--- config.mk ---
export PLATFORM = sky130hd
export DESIGN_NAME = pifb_bank
export DESIGN_NICKNAME = d
export VERILOG_FILES = /design/src/verilog/pifb_pkg.sv /design/src/verilog/pifb_bank.sv
export SDC_FILE = /design/constraint.sdc
export NUM_CORES = 1
export LEC_CHECK = 0
export BUFFER_PORTS_ARGS = -buffer_cell sky130_fd_sc_hd__clkbuf_2
export CORE_UTILIZATION = 35
export CTS_CLUSTER_DIAMETER = 40
export DETAILED_ROUTE_END_ITERATION = 10
export RECOVER_POWER = 50
export SYNTH_ARGS = -nofsm -noshare
export SYNTH_HDL_FRONTEND = slang
export SYNTH_SLANG_ARGS = --single-unit
--- constraint.sdc ---
create_clock -name CLK_SYS_I -period 3 [get_ports CLK_SYS_I]
set_clock_uncertainty 0.1 [all_clocks]
set_input_delay 0.6 -clock CLK_SYS_I [delete_from_list [all_inputs] [get_ports CLK_SYS_I]]
set_output_delay 0.6 -clock CLK_SYS_I [all_outputs]
set_load 0.01 [all_outputs]
--- src/verilog/pifb_pkg.sv ---
// package for the peripheral interrupt flag/enable bank
package pifb_pkg;
  // ******************************************************
  // register byte addresses (printed offsets are not all multiples of four)
  // ******************************************************
  localparam logic [7:0] IDX_FLAGS_1 = 8'h0c;
  localparam logic [7:0] IDX_ENABLES_2 = 8'h8d;
  localparam logic [7:0] IDX_ENABLES_1 = 8'h8c;
  localparam logic [7:0] IDX_CTRL = 8'h0b;
  localparam logic [7:0] IDX_IRQ_STATUS = 8'hf0;
  localparam logic [7:0] IDX_IRQ_MASK = 8'hf1;
  localparam logic [11:0] ADDR_FLAGS_1 = {2'h0, IDX_FLAGS_1, 2'h0};
  localparam logic [11:0] ADDR_ENABLES_2 = {2'h0, IDX_ENABLES_2, 2'h0};
  localparam logic [11:0] ADDR_ENABLES_1 = {2'h0, IDX_ENABLES_1, 2'h0};
  localparam logic [11:0] ADDR_CTRL = {2'h0, IDX_CTRL, 2'h0};
  localparam logic [11:0] ADDR_IRQ_STATUS = {2'h0, IDX_IRQ_STATUS, 2'h0};
  localparam logic [11:0] ADDR_IRQ_MASK = {2'h0, IDX_IRQ_MASK, 2'h0};
  // ******************************************************
  // field positions and masks
  // ******************************************************
  localparam int BIT_GLOBAL_EN = 7;
  localparam int BIT_PERIPH_GATE = 6;
  localparam logic [7:0] FLAGS_1_IMPL = 8'h7f;
  localparam logic [7:0] FLAGS_1_SW = 8'h4f;
  localparam logic [7:0] ENABLES_2_IMPL = 8'hf0;
  localparam logic [7:0] CTRL_IMPL = 8'hc0;
  localparam logic [1:0] IRQ_EV_IMPL = 2'h3;
  localparam int BIT_CAPCOMP = 2;
  // ******************************************************
  // reset values and bus answers
  // ******************************************************
  localparam logic [7:0] RST_REG8 = 8'h00;
  localparam logic [1:0] RESP_OKAY = 2'h0;
  localparam logic [1:0] RESP_SLVERR = 2'h2;
  // capture/compare unit mode
  localparam logic [1:0] CCP_CAPTURE = 2'h0;
  localparam logic [1:0] CCP_COMPARE = 2'h1;
  localparam logic [1:0] CCP_PWM = 2'h2;
  typedef enum logic [1:0] {WR_IDLE = 2'b00, WR_RESP = 2'b01} pifb_wr_t;
  typedef enum logic [1:0] {RD_IDLE = 2'b00, RD_DATA = 2'b01} pifb_rd_t;
endpackage

--- src/verilog/pifb_bank.sv ---
// peripheral interrupt flag and enable bank with an axi4-lite slave
//
// The AXI4-Lite slave port is this design's own decision.
`timescale 1ns/1ns
module pifb_bank (
  input wire logic CLK_SYS_I,
  input wire logic RSTN_I,
  input wire logic [11:0] S_AXI_AWADDR_I,
  input wire logic S_AXI_AWVALID_I,
  output logic S_AXI_AWREADY_O,
  input wire logic [31:0] S_AXI_WDATA_I,
  input wire logic [3:0] S_AXI_WSTRB_I,
  input wire logic S_AXI_WVALID_I,
  output logic S_AXI_WREADY_O,
  output logic [1:0] S_AXI_BRESP_O,
  output logic S_AXI_BVALID_O,
  input wire logic S_AXI_BREADY_I,
  input wire logic [11:0] S_AXI_ARADDR_I,
  input wire logic S_AXI_ARVALID_I,
  output logic S_AXI_ARREADY_O,
  output logic [31:0] S_AXI_RDATA_O,
  output logic [1:0] S_AXI_RRESP_O,
  output logic S_AXI_RVALID_O,
  input wire logic S_AXI_RREADY_I,
  input wire logic ADC_DONE_I,
  input wire logic RX_FULL_SET_I,
  input wire logic RX_DATA_READ_I,
  input wire logic TX_EMPTY_SET_I,
  input wire logic TX_DATA_WRITE_I,
  input wire logic SYNC_SERIAL_I,
  input wire logic [1:0] CCP_MODE_I,
  input wire logic TIMER1_CAPTURE_I,
  input wire logic TIMER1_COMPARE_I,
  input wire logic TIMER2_PERIOD_MATCH_I,
  input wire logic TIMER1_OVERFLOW_I,
  input wire logic OSC_FAIL_I,
  input wire logic CMP2_CHANGE_I,
  input wire logic CMP1_CHANGE_I,
  input wire logic EEWRITE_DONE_I,
  output logic [3:0] PIR2_EVENTS_O,
  output logic PERIPH_IRQ_O,
  output logic CORE_IRQ_O,
  output logic BUS_IRQ_O
);
  // ******************************************************
  // state
  // ******************************************************
  typedef struct packed {
    pifb_pkg::pifb_wr_t wr;
    pifb_pkg::pifb_rd_t rd;
    logic aw_got;
    logic w_got;
    logic [11:0] awaddr;
    logic [31:0] wdata;
    logic [3:0] wstrb;
    logic awready;
    logic wready;
    logic arready;
    logic bvalid;
    logic [1:0] bresp;
    logic rvalid;
    logic [31:0] rdata;
    logic [1:0] rresp;
    logic [7:0] flags_1;
    logic [7:0] enables_1;
    logic [7:0] enables_2;
    logic [7:0] ctrl;
    logic [1:0] irq_status;
    logic [1:0] irq_mask;
    logic [3:0] pir2_ev;
    logic periph_irq;
    logic core_irq;
    logic bus_irq;
  } pifb_state_t;

  pifb_state_t st;
  pifb_state_t next_st;

  // address decode used by both the write and read paths
  function automatic logic addr_hit(input logic [11:0] a);
    addr_hit = (a == pifb_pkg::ADDR_FLAGS_1) || (a == pifb_pkg::ADDR_ENABLES_2) ||
      (a == pifb_pkg::ADDR_ENABLES_1) || (a == pifb_pkg::ADDR_CTRL) ||
      (a == pifb_pkg::ADDR_IRQ_STATUS) || (a == pifb_pkg::ADDR_IRQ_MASK);
  endfunction

  logic [7:0] flag_set;
  logic [7:0] flag_clr;
  logic [7:0] pend_1;
  logic [3:0] pend_2;
  logic any_pend;
  logic wr_fire;
  logic rd_fire;
  logic [7:0] wbyte;
  logic [1:0] ev_set;
  logic [31:0] rd_word;

  // ******************************************************
  // next-state logic
  // ******************************************************
  always_comb begin
    next_st = st;
    wbyte = st.wdata[7:0];
    // flags set by hardware events or by software writes to the r/w flags, never by an enable
    flag_set = 8'h00;
    flag_set[6] = ADC_DONE_I;
    flag_set[5] = RX_FULL_SET_I;
    flag_set[4] = TX_EMPTY_SET_I;
    flag_set[3] = SYNC_SERIAL_I;
    flag_set[pifb_pkg::BIT_CAPCOMP] = ((CCP_MODE_I == pifb_pkg::CCP_CAPTURE) && TIMER1_CAPTURE_I) ||
      ((CCP_MODE_I == pifb_pkg::CCP_COMPARE) && TIMER1_COMPARE_I);
    flag_set[1] = TIMER2_PERIOD_MATCH_I;
    flag_set[0] = TIMER1_OVERFLOW_I;
    flag_clr = 8'h00;
    flag_clr[5] = RX_DATA_READ_I;
    flag_clr[4] = TX_DATA_WRITE_I;

    // write channel: address and data in either order
    if (S_AXI_AWVALID_I && st.awready) begin
      next_st.aw_got = 1'b1;
      next_st.awaddr = S_AXI_AWADDR_I;
      next_st.awready = 1'b0;
    end
    if (S_AXI_WVALID_I && st.wready) begin
      next_st.w_got = 1'b1;
      next_st.wdata = S_AXI_WDATA_I;
      next_st.wstrb = S_AXI_WSTRB_I;
      next_st.wready = 1'b0;
    end
    wr_fire = (st.wr == pifb_pkg::WR_IDLE) && st.aw_got && st.w_got;
    if (wr_fire) begin
      next_st.wr = pifb_pkg::WR_RESP;
      next_st.bvalid = 1'b1;
      next_st.bresp = addr_hit(st.awaddr) ? pifb_pkg::RESP_OKAY : pifb_pkg::RESP_SLVERR;
      next_st.aw_got = 1'b0;
      next_st.w_got = 1'b0;
      if (st.wstrb[0]) begin
        unique case (st.awaddr)
          pifb_pkg::ADDR_FLAGS_1: begin
            // software may write only the r/w flags; rx/tx ignore writes
            flag_clr = flag_clr | (pifb_pkg::FLAGS_1_SW & ~wbyte);
            flag_set = flag_set | (pifb_pkg::FLAGS_1_SW & wbyte);
          end
          pifb_pkg::ADDR_ENABLES_2: next_st.enables_2 = wbyte & pifb_pkg::ENABLES_2_IMPL;
          pifb_pkg::ADDR_ENABLES_1: next_st.enables_1 = wbyte & pifb_pkg::FLAGS_1_IMPL;
          pifb_pkg::ADDR_CTRL: next_st.ctrl = wbyte & pifb_pkg::CTRL_IMPL;
          pifb_pkg::ADDR_IRQ_MASK: next_st.irq_mask = wbyte[1:0] & pifb_pkg::IRQ_EV_IMPL;
          default: ;
        endcase
      end
    end
    if (st.wr == pifb_pkg::WR_RESP && S_AXI_BREADY_I) begin
      next_st.wr = pifb_pkg::WR_IDLE;
      next_st.bvalid = 1'b0;
      next_st.awready = 1'b1;
      next_st.wready = 1'b1;
    end
    // event set wins over any clear in the same cycle
    next_st.flags_1 = ((st.flags_1 & ~flag_clr) | flag_set) & pifb_pkg::FLAGS_1_IMPL;
    next_st.pir2_ev = {OSC_FAIL_I, CMP2_CHANGE_I, CMP1_CHANGE_I, EEWRITE_DONE_I};

    // read channel
    rd_word = 32'h0000_0000;
    unique case (S_AXI_ARADDR_I)
      pifb_pkg::ADDR_FLAGS_1: rd_word[7:0] = st.flags_1 & pifb_pkg::FLAGS_1_IMPL;
      pifb_pkg::ADDR_ENABLES_2: rd_word[7:0] = st.enables_2 & pifb_pkg::ENABLES_2_IMPL;
      pifb_pkg::ADDR_ENABLES_1: rd_word[7:0] = st.enables_1;
      pifb_pkg::ADDR_CTRL: rd_word[7:0] = st.ctrl;
      pifb_pkg::ADDR_IRQ_STATUS: rd_word[1:0] = st.irq_status;
      pifb_pkg::ADDR_IRQ_MASK: rd_word[1:0] = st.irq_mask;
      default: ;
    endcase
    rd_fire = S_AXI_ARVALID_I && st.arready;
    ev_set = 2'h0;
    if (rd_fire) begin
      next_st.rd = pifb_pkg::RD_DATA;
      next_st.arready = 1'b0;
      next_st.rvalid = 1'b1;
      next_st.rdata = rd_word;
      next_st.rresp = addr_hit(S_AXI_ARADDR_I) ? pifb_pkg::RESP_OKAY : pifb_pkg::RESP_SLVERR;
      if (S_AXI_ARADDR_I == pifb_pkg::ADDR_IRQ_STATUS) begin
        next_st.irq_status = 2'h0;
      end
    end
    if (st.rd == pifb_pkg::RD_DATA && S_AXI_RREADY_I) begin
      next_st.rd = pifb_pkg::RD_IDLE;
      next_st.rvalid = 1'b0;
      next_st.arready = 1'b1;
    end

    // enable 1 passes a pending flag, 0 blocks it
    pend_1 = st.flags_1 & st.enables_1 & pifb_pkg::FLAGS_1_IMPL;
    pend_2 = st.pir2_ev & st.enables_2[7:4];
    any_pend = (|pend_1) || (|pend_2);
    // gate bit must be set for the periph and core forwards; global enable before core
    next_st.periph_irq = any_pend && st.ctrl[pifb_pkg::BIT_PERIPH_GATE];
    next_st.core_irq = any_pend && st.ctrl[pifb_pkg::BIT_PERIPH_GATE] && st.ctrl[pifb_pkg::BIT_GLOBAL_EN];

    // sticky bus status: set wins over the read-clear
    ev_set[0] = next_st.core_irq && !st.core_irq;
    ev_set[1] = |(flag_set & ~st.flags_1);
    next_st.irq_status = next_st.irq_status | ev_set;
    next_st.bus_irq = |(next_st.irq_status & next_st.irq_mask);

    if (!RSTN_I) begin
      next_st = '0;
      next_st.wr = pifb_pkg::WR_IDLE;
      next_st.rd = pifb_pkg::RD_IDLE;
      next_st.awready = 1'b1;
      next_st.wready = 1'b1;
      next_st.arready = 1'b1;
      next_st.flags_1 = pifb_pkg::RST_REG8;
      next_st.enables_2 = pifb_pkg::RST_REG8;
    end
  end

  // ******************************************************
  // registers
  // ******************************************************
  always_ff @(posedge CLK_SYS_I) begin
    st <= next_st;
  end

  assign S_AXI_AWREADY_O = st.awready;
  assign S_AXI_WREADY_O = st.wready;
  assign S_AXI_BRESP_O = st.bresp;
  assign S_AXI_BVALID_O = st.bvalid;
  assign S_AXI_ARREADY_O = st.arready;
  assign S_AXI_RDATA_O = st.rdata;
  assign S_AXI_RRESP_O = st.rresp;
  assign S_AXI_RVALID_O = st.rvalid;
  assign PIR2_EVENTS_O = st.pir2_ev;
  assign PERIPH_IRQ_O = st.periph_irq;
  assign CORE_IRQ_O = st.core_irq;
  assign BUS_IRQ_O = st.bus_irq;
endmodule

**Word-level counts from Yosys, hierarchy flattened**

Cells that the tools add are included.

- Flip-flop bits (word level): 98
- Latch bits: 0
- RAM bits: 0
- Memory bits (read-only): 0
- Input port bits: 83
- Logic and storage cells: 101
- Memories kept: 0

- Add/subtract/negate cells: 0
- Multipliers: 0
- Div/mod/pow operators: 0
- Magnitude comparators: 0
- Equality and inequality tests: 13
- Shift-type cells: 0
- Mux-type cells: 15
- Bitwise gates (word level): 13
- Reductions and logical operators: 37

Operator list:

| operator | number |
|---|---|
| 12-bit by 10-bit == test with 1-bit output (second input constant) | 8 |
| 12-bit by 6-bit == test with 1-bit output (second input constant) | 4 |
| 7-bit 2-to-1 mux | 6 |
| 6-bit one-hot mux with 4 select lines | 1 |
| 7-bit AND | 2 |
| 2-bit 2-to-1 mux | 7 |
| 7-bit NOT | 2 |
| 7-bit bitwise OR | 2 |
| 1-bit logical AND | 12 |
| 1-bit logical OR | 12 |
| 3-bit AND reduction | 3 |
| 8-bit AND | 1 |
| 7-bit NOT with 8-bit output | 1 |
| 2-bit one-hot mux with 4 select lines | 1 |
| 2-bit OR reduction | 4 |
| 8-bit OR reduction | 1 |
| 6-bit by 7-bit bitwise OR with 7-bit output | 1 |
| 7-bit OR reduction | 1 |
| 4-bit AND | 1 |
| 2-bit zero test | 2 |
| 4-bit OR reduction | 1 |
| 2-bit AND | 1 |
| 2-bit by 1-bit == test with 1-bit output (second input constant) | 1 |
| 2-bit bitwise OR | 1 |
| 2 further kinds | 2 |

**Logic depth before layout (Yosys ltp)**

- Depth in word-level cells: 12
- Mapped depth: 6
- Gate-level depth less buffers: 5

**Least setup slack after synthesis**

OpenSTA, ideal clock, no wires.

- Path type: in2reg
- Start point: input port S_AXI_ARADDR_I[6]
- End point: register st (netlist bit S_AXI_RDATA_O[1])
- Setup time: 0.059 ns
- Arrival time: 1.828 ns
- Path slack: 1.013 ns
- Stages on the path: 5
- Buffers on the path: 0
- Cell sequence: nor4b_1 -> nand4_1 -> or2_2 -> o221ai_1 -> and2_1

- Longest elaborated chain between the ends: 2
- Elaborated cells on any way between the ends: 5
- Classes of those cells: 4 x eq/ne; 1 x mux

RTL lines:

| element | RTL line | source |
|---|---|---|
| start, declared | pifb_bank.sv:18 | `input wire logic [11:0] S_AXI_ARADDR_I,` |
| 12-bit by 10-bit == test with 1-bit output or 12-bit by 6-bit == test with 1-bit output (tied branches) | pifb_bank.sv:163 | `unique case (S_AXI_ARADDR_I)` |
| 2-bit one-hot mux with 4 select lines * | pifb_bank.sv:163 |  |
| end signal, assigned | pifb_bank.sv:220 | `st <= next_st;` |
| end, declared | pifb_bank.sv:76 | `pifb_state_t st;` |

Every way passes the cells marked *; elsewhere a longest branch is shown, timed or not.
A chain may end at the register's enable or synchronous reset.

**Final worst setup path**

- Start point: register st[131] (netlist name)
- End point: register st[28] (netlist name)

- Longest elaborated chain between the ends: 2

RTL lines:

| element | RTL line | source |
|---|---|---|
| 12-bit by 10-bit == test with 1-bit output | pifb_bank.sv:137 | `unique case (st.awaddr)` |
| 3-bit AND reduction (no source line) | -- |  |

Every way passes these cells.

==> summary.txt <==
Drt
  • Via Count: 2659
  • Post-Route WL: 7310 um
  • Initial DRC count: 102
  • Vias per cell: 4.66
  • Antenna viol nets, final: 0
  • DR WL/cell: 12.8 um
  • DR DRC count: 0
  • Number of detailed-route iterations in the first pass: 4

Logic synthesis
  • Mux cell area share after synthesis: 0.0940
  • Synth Instances: 375
  • Most frequent cell after synthesis: dfxtp_1
  • Synth Warn #: 0
  • Synth cell types: 47
  • XOR/XNOR share of the synthesized area: 0
  • Compound-Gate Fraction of Synth Area: 0.145
  • Synth top area share: 0.415
  • Synth Area in Simple Gates: 0.226
  • Mapped Area: 3330 um2
  • EDFF count, synth: 0
  • Top_reg_cell synth: dfxtp_1
  • Post-Synth Adder-Cell Area: 0
  • Post-synth ARST share: 0
  • Seq/Total Area, Yosys: 0.415
  • Synth area leaders: dfxtp_1 42%, buf_4 9.0%, mux2i_1 8.7%
  • Post-Syn Area per Cell: 8.88 um2
  • Largest family of logic cells by synthesized area: simple AND/OR/NAND/NOR gates
  • Cell accounting for the most synthesized area: dfxtp_1
  • Flops & latches, synth: 69
  • Synth top cells by count: 69 x dfxtp_1, 59 x nand2_1, 40 x buf_4, 29 x mux2i_1, 28 x a21boi_0

Timing
  • Pins Over Slew Limit: 46
  • Max_slew headroom: -0.0784
  • Final hold slack: 357 ps
  • RSZ-0062 raised after global routing: false
  • FMAX: 426 MHz
  • Period utilization: 0.782
  • Worst Tran Pin Value: 1620 ps
  • Fin crit period: 2350 ps
  • Final setup vio count: 0
  • Fin. Hold Viols: 0
  • Worst Slack Setup Final: 654 ps
  • Total Neg Setup Slack: 0 ps

Finish
  • Number of fill cells: 958
  • Layout cells sized above 1: 0.181
  • Design area: 3810 um2
  • Layout Nets: 520
  • P&R area growth vs syn: 14.6%
  • ANT cells: 0
  • Final cell count without fillers: 571
  • Final Util: 0.413

GRT
  • Total GRT Usage: 0.155
  • M2 GR Usage: 0.227
  • Vias in the first global route: 2491
  • Initial antenna violation count: 0
  • Global route hottest layer: met2
  • Total grt overflow: 0
  • GR Layer Usage met3: 0.0365
  • Met1 Use GR: 0.219
  • Largest net degree at the start of global routing: 46
  • First-pass GRT wire length: 12000 um

Power and ir drop
  • Leakage: 1.67 nW
  • Pwr Total: 1.99 mW
  • VDD IR max: 0.183 mV
  • PwrDens: 523 nW/um2

Critical path
  • Crit-path slowest cell: or4_4
  • Worst path top cell family by delay: simple AND/OR/NAND/NOR gates
  • CP max stage delay: 570 ps
  • Startpoint types: register
  • Max Fanout on Critical Path: 7
  • Kind of critical path: reg2reg
  • Arrival time at the worst endpoint: 2490 ps
  • Crit end category: register
  • Worst Path Buf+Inv: 0
  • Worst path cell trace: or4_4, nor4b_1, nand4b_1, mux2i_1, nor2b_1
  • Critical Path RT: 3140 ps

Clocking
  • CTS tree: yes
  • H-tree Lvls: 3
  • Clk sink count: 69
  • Post_cts resized: 0
  • Longest Clk Path Bufs: 2
  • Clk root buf: clkbuf_8
  • Hold Buf Count CTS: 0
  • Clock buffer count from CTS: 9
  • Setup Buffers After CTS: 0
  • Worst skew pair latency: 340 ps
  • Clk pin slew, worst setup/hold paths: 80 ps

Die
  • Rows: 35
  • Die Y: 99.5 um
  • Die width: 99.5 um
  • Initial cell density of the core: 0.360
  • Num ports: 131
  • Full die area: 9900 um2
  • Core Box Area: 9240 um2

Place
  • DP HPWL: 5530 um
  • Post-Place Cell Area: 3630 um2
  • GPL Wtd Cong: 0.810
  • Placed cell count: 555
  • Place WS: 651 ps
  • Input/output buffers: 77

Run
  • Max-cap violation count: 1

Status
  • Failing checks: capacitance limit, slew limit
  • Status: finished, violations left

Worst hold path
  • Hold Crit Class: in2reg
-- cell families after synthesis --
group,after synthesis
multiplexers,31
AO/OA/AOI/OAI,68
buffers and inverters,65
AND/OR/NAND/NOR,141
other,1
flip-flops,69
-- report_power, final --
group	switching [mW]	internal (mW)
clock network	0.345	0.468
logic	0.108	0.0842
registers	0.0364	0.953
-- path summary, 6_finish.rpt --
path / from / endpoint / slack, ps / cells after the start
min reg2reg: st[133] / st[133] / 370 / 2
max: st[131] / st[28] / 650 / 5
min: CMP2_CHANGE_I / PIR2_EVENTS_O[2] / 360 / 2
max reg2reg: st[131] / st[28] / 650 / 5
-- area by class of cell --
type / count / area, um2 / share of cell area
Clock buffer: 12 / 135 / 0.0354
Clock inverter: 4 / 72.6 / 0.0190
Inverter: 13 / 48.8 / 0.0128
Multi-Input combinational cell: 266 / 1640 / 0.431
Sequential cell: 69 / 1380 / 0.362
Tap cell: 129 / 161 / 0.0423
Timing Repair Buffer: 78 / 370 / 0.0971
-- sequential cells by signal, summed over array words and instances (netlist names) --
| name | cells |
|---|---|
| S_AXI_ARREADY_O | 1 |
| S_AXI_WREADY_O | 1 |
| PERIPH_IRQ_O | 1 |
| S_AXI_RDATA_O | 8 |
| CORE_IRQ_O | 1 |
| S_AXI_AWREADY_O | 1 |
| BUS_IRQ_O | 1 |
| S_AXI_RRESP_O | 1 |
| PIR2_EVENTS_O | 4 |
| st | 47 |
| S_AXI_BVALID_O | 1 |
| S_AXI_BRESP_O | 1 |
| S_AXI_RVALID_O | 1 |
-- metal layers --
metal / up-vias / wire length (um)
li1: 1352 / -
met1: 1199 / 3750
met2: 97 / 3060
met3: 11 / 404
met4: 0 / 93
met5: - / 0
-- worst register-to-register path, cell delays in order, from the launching register on --
cell	delay, ps
dfxtp_1	320
or4_4	570
nor4b_1	360
nand4b_1	520
mux2i_1	310
nor2b_1	70
-- layout by cell type (no fill, tap or decap), types with 2 or more instances in the layout --
cell type and count:
a21boi_0 28, a21oi_1 3, a221oi_1 2, a22o_1 4
a22oi_1 3, a31oi_1 2, and2_1 15, and3_1 2
and4_1 2, bufinv_16 2, clkbuf_1 21, clkbuf_2 59
clkbuf_8 9, conb_1 26, dfxtp_1 69, inv_1 13
mux2_2 2, mux2i_1 29, nand2_1 59, nand2b_1 5
nand3_1 3, nand4_1 5, nor2_1 12, nor2b_1 16
nor3_1 4, nor4_1 3, nor4b_1 3, o211ai_1 2
o21a_1 2, o21ai_0 10, o221ai_1 2, o22ai_1 6
(Power assumes the default switching activity.)
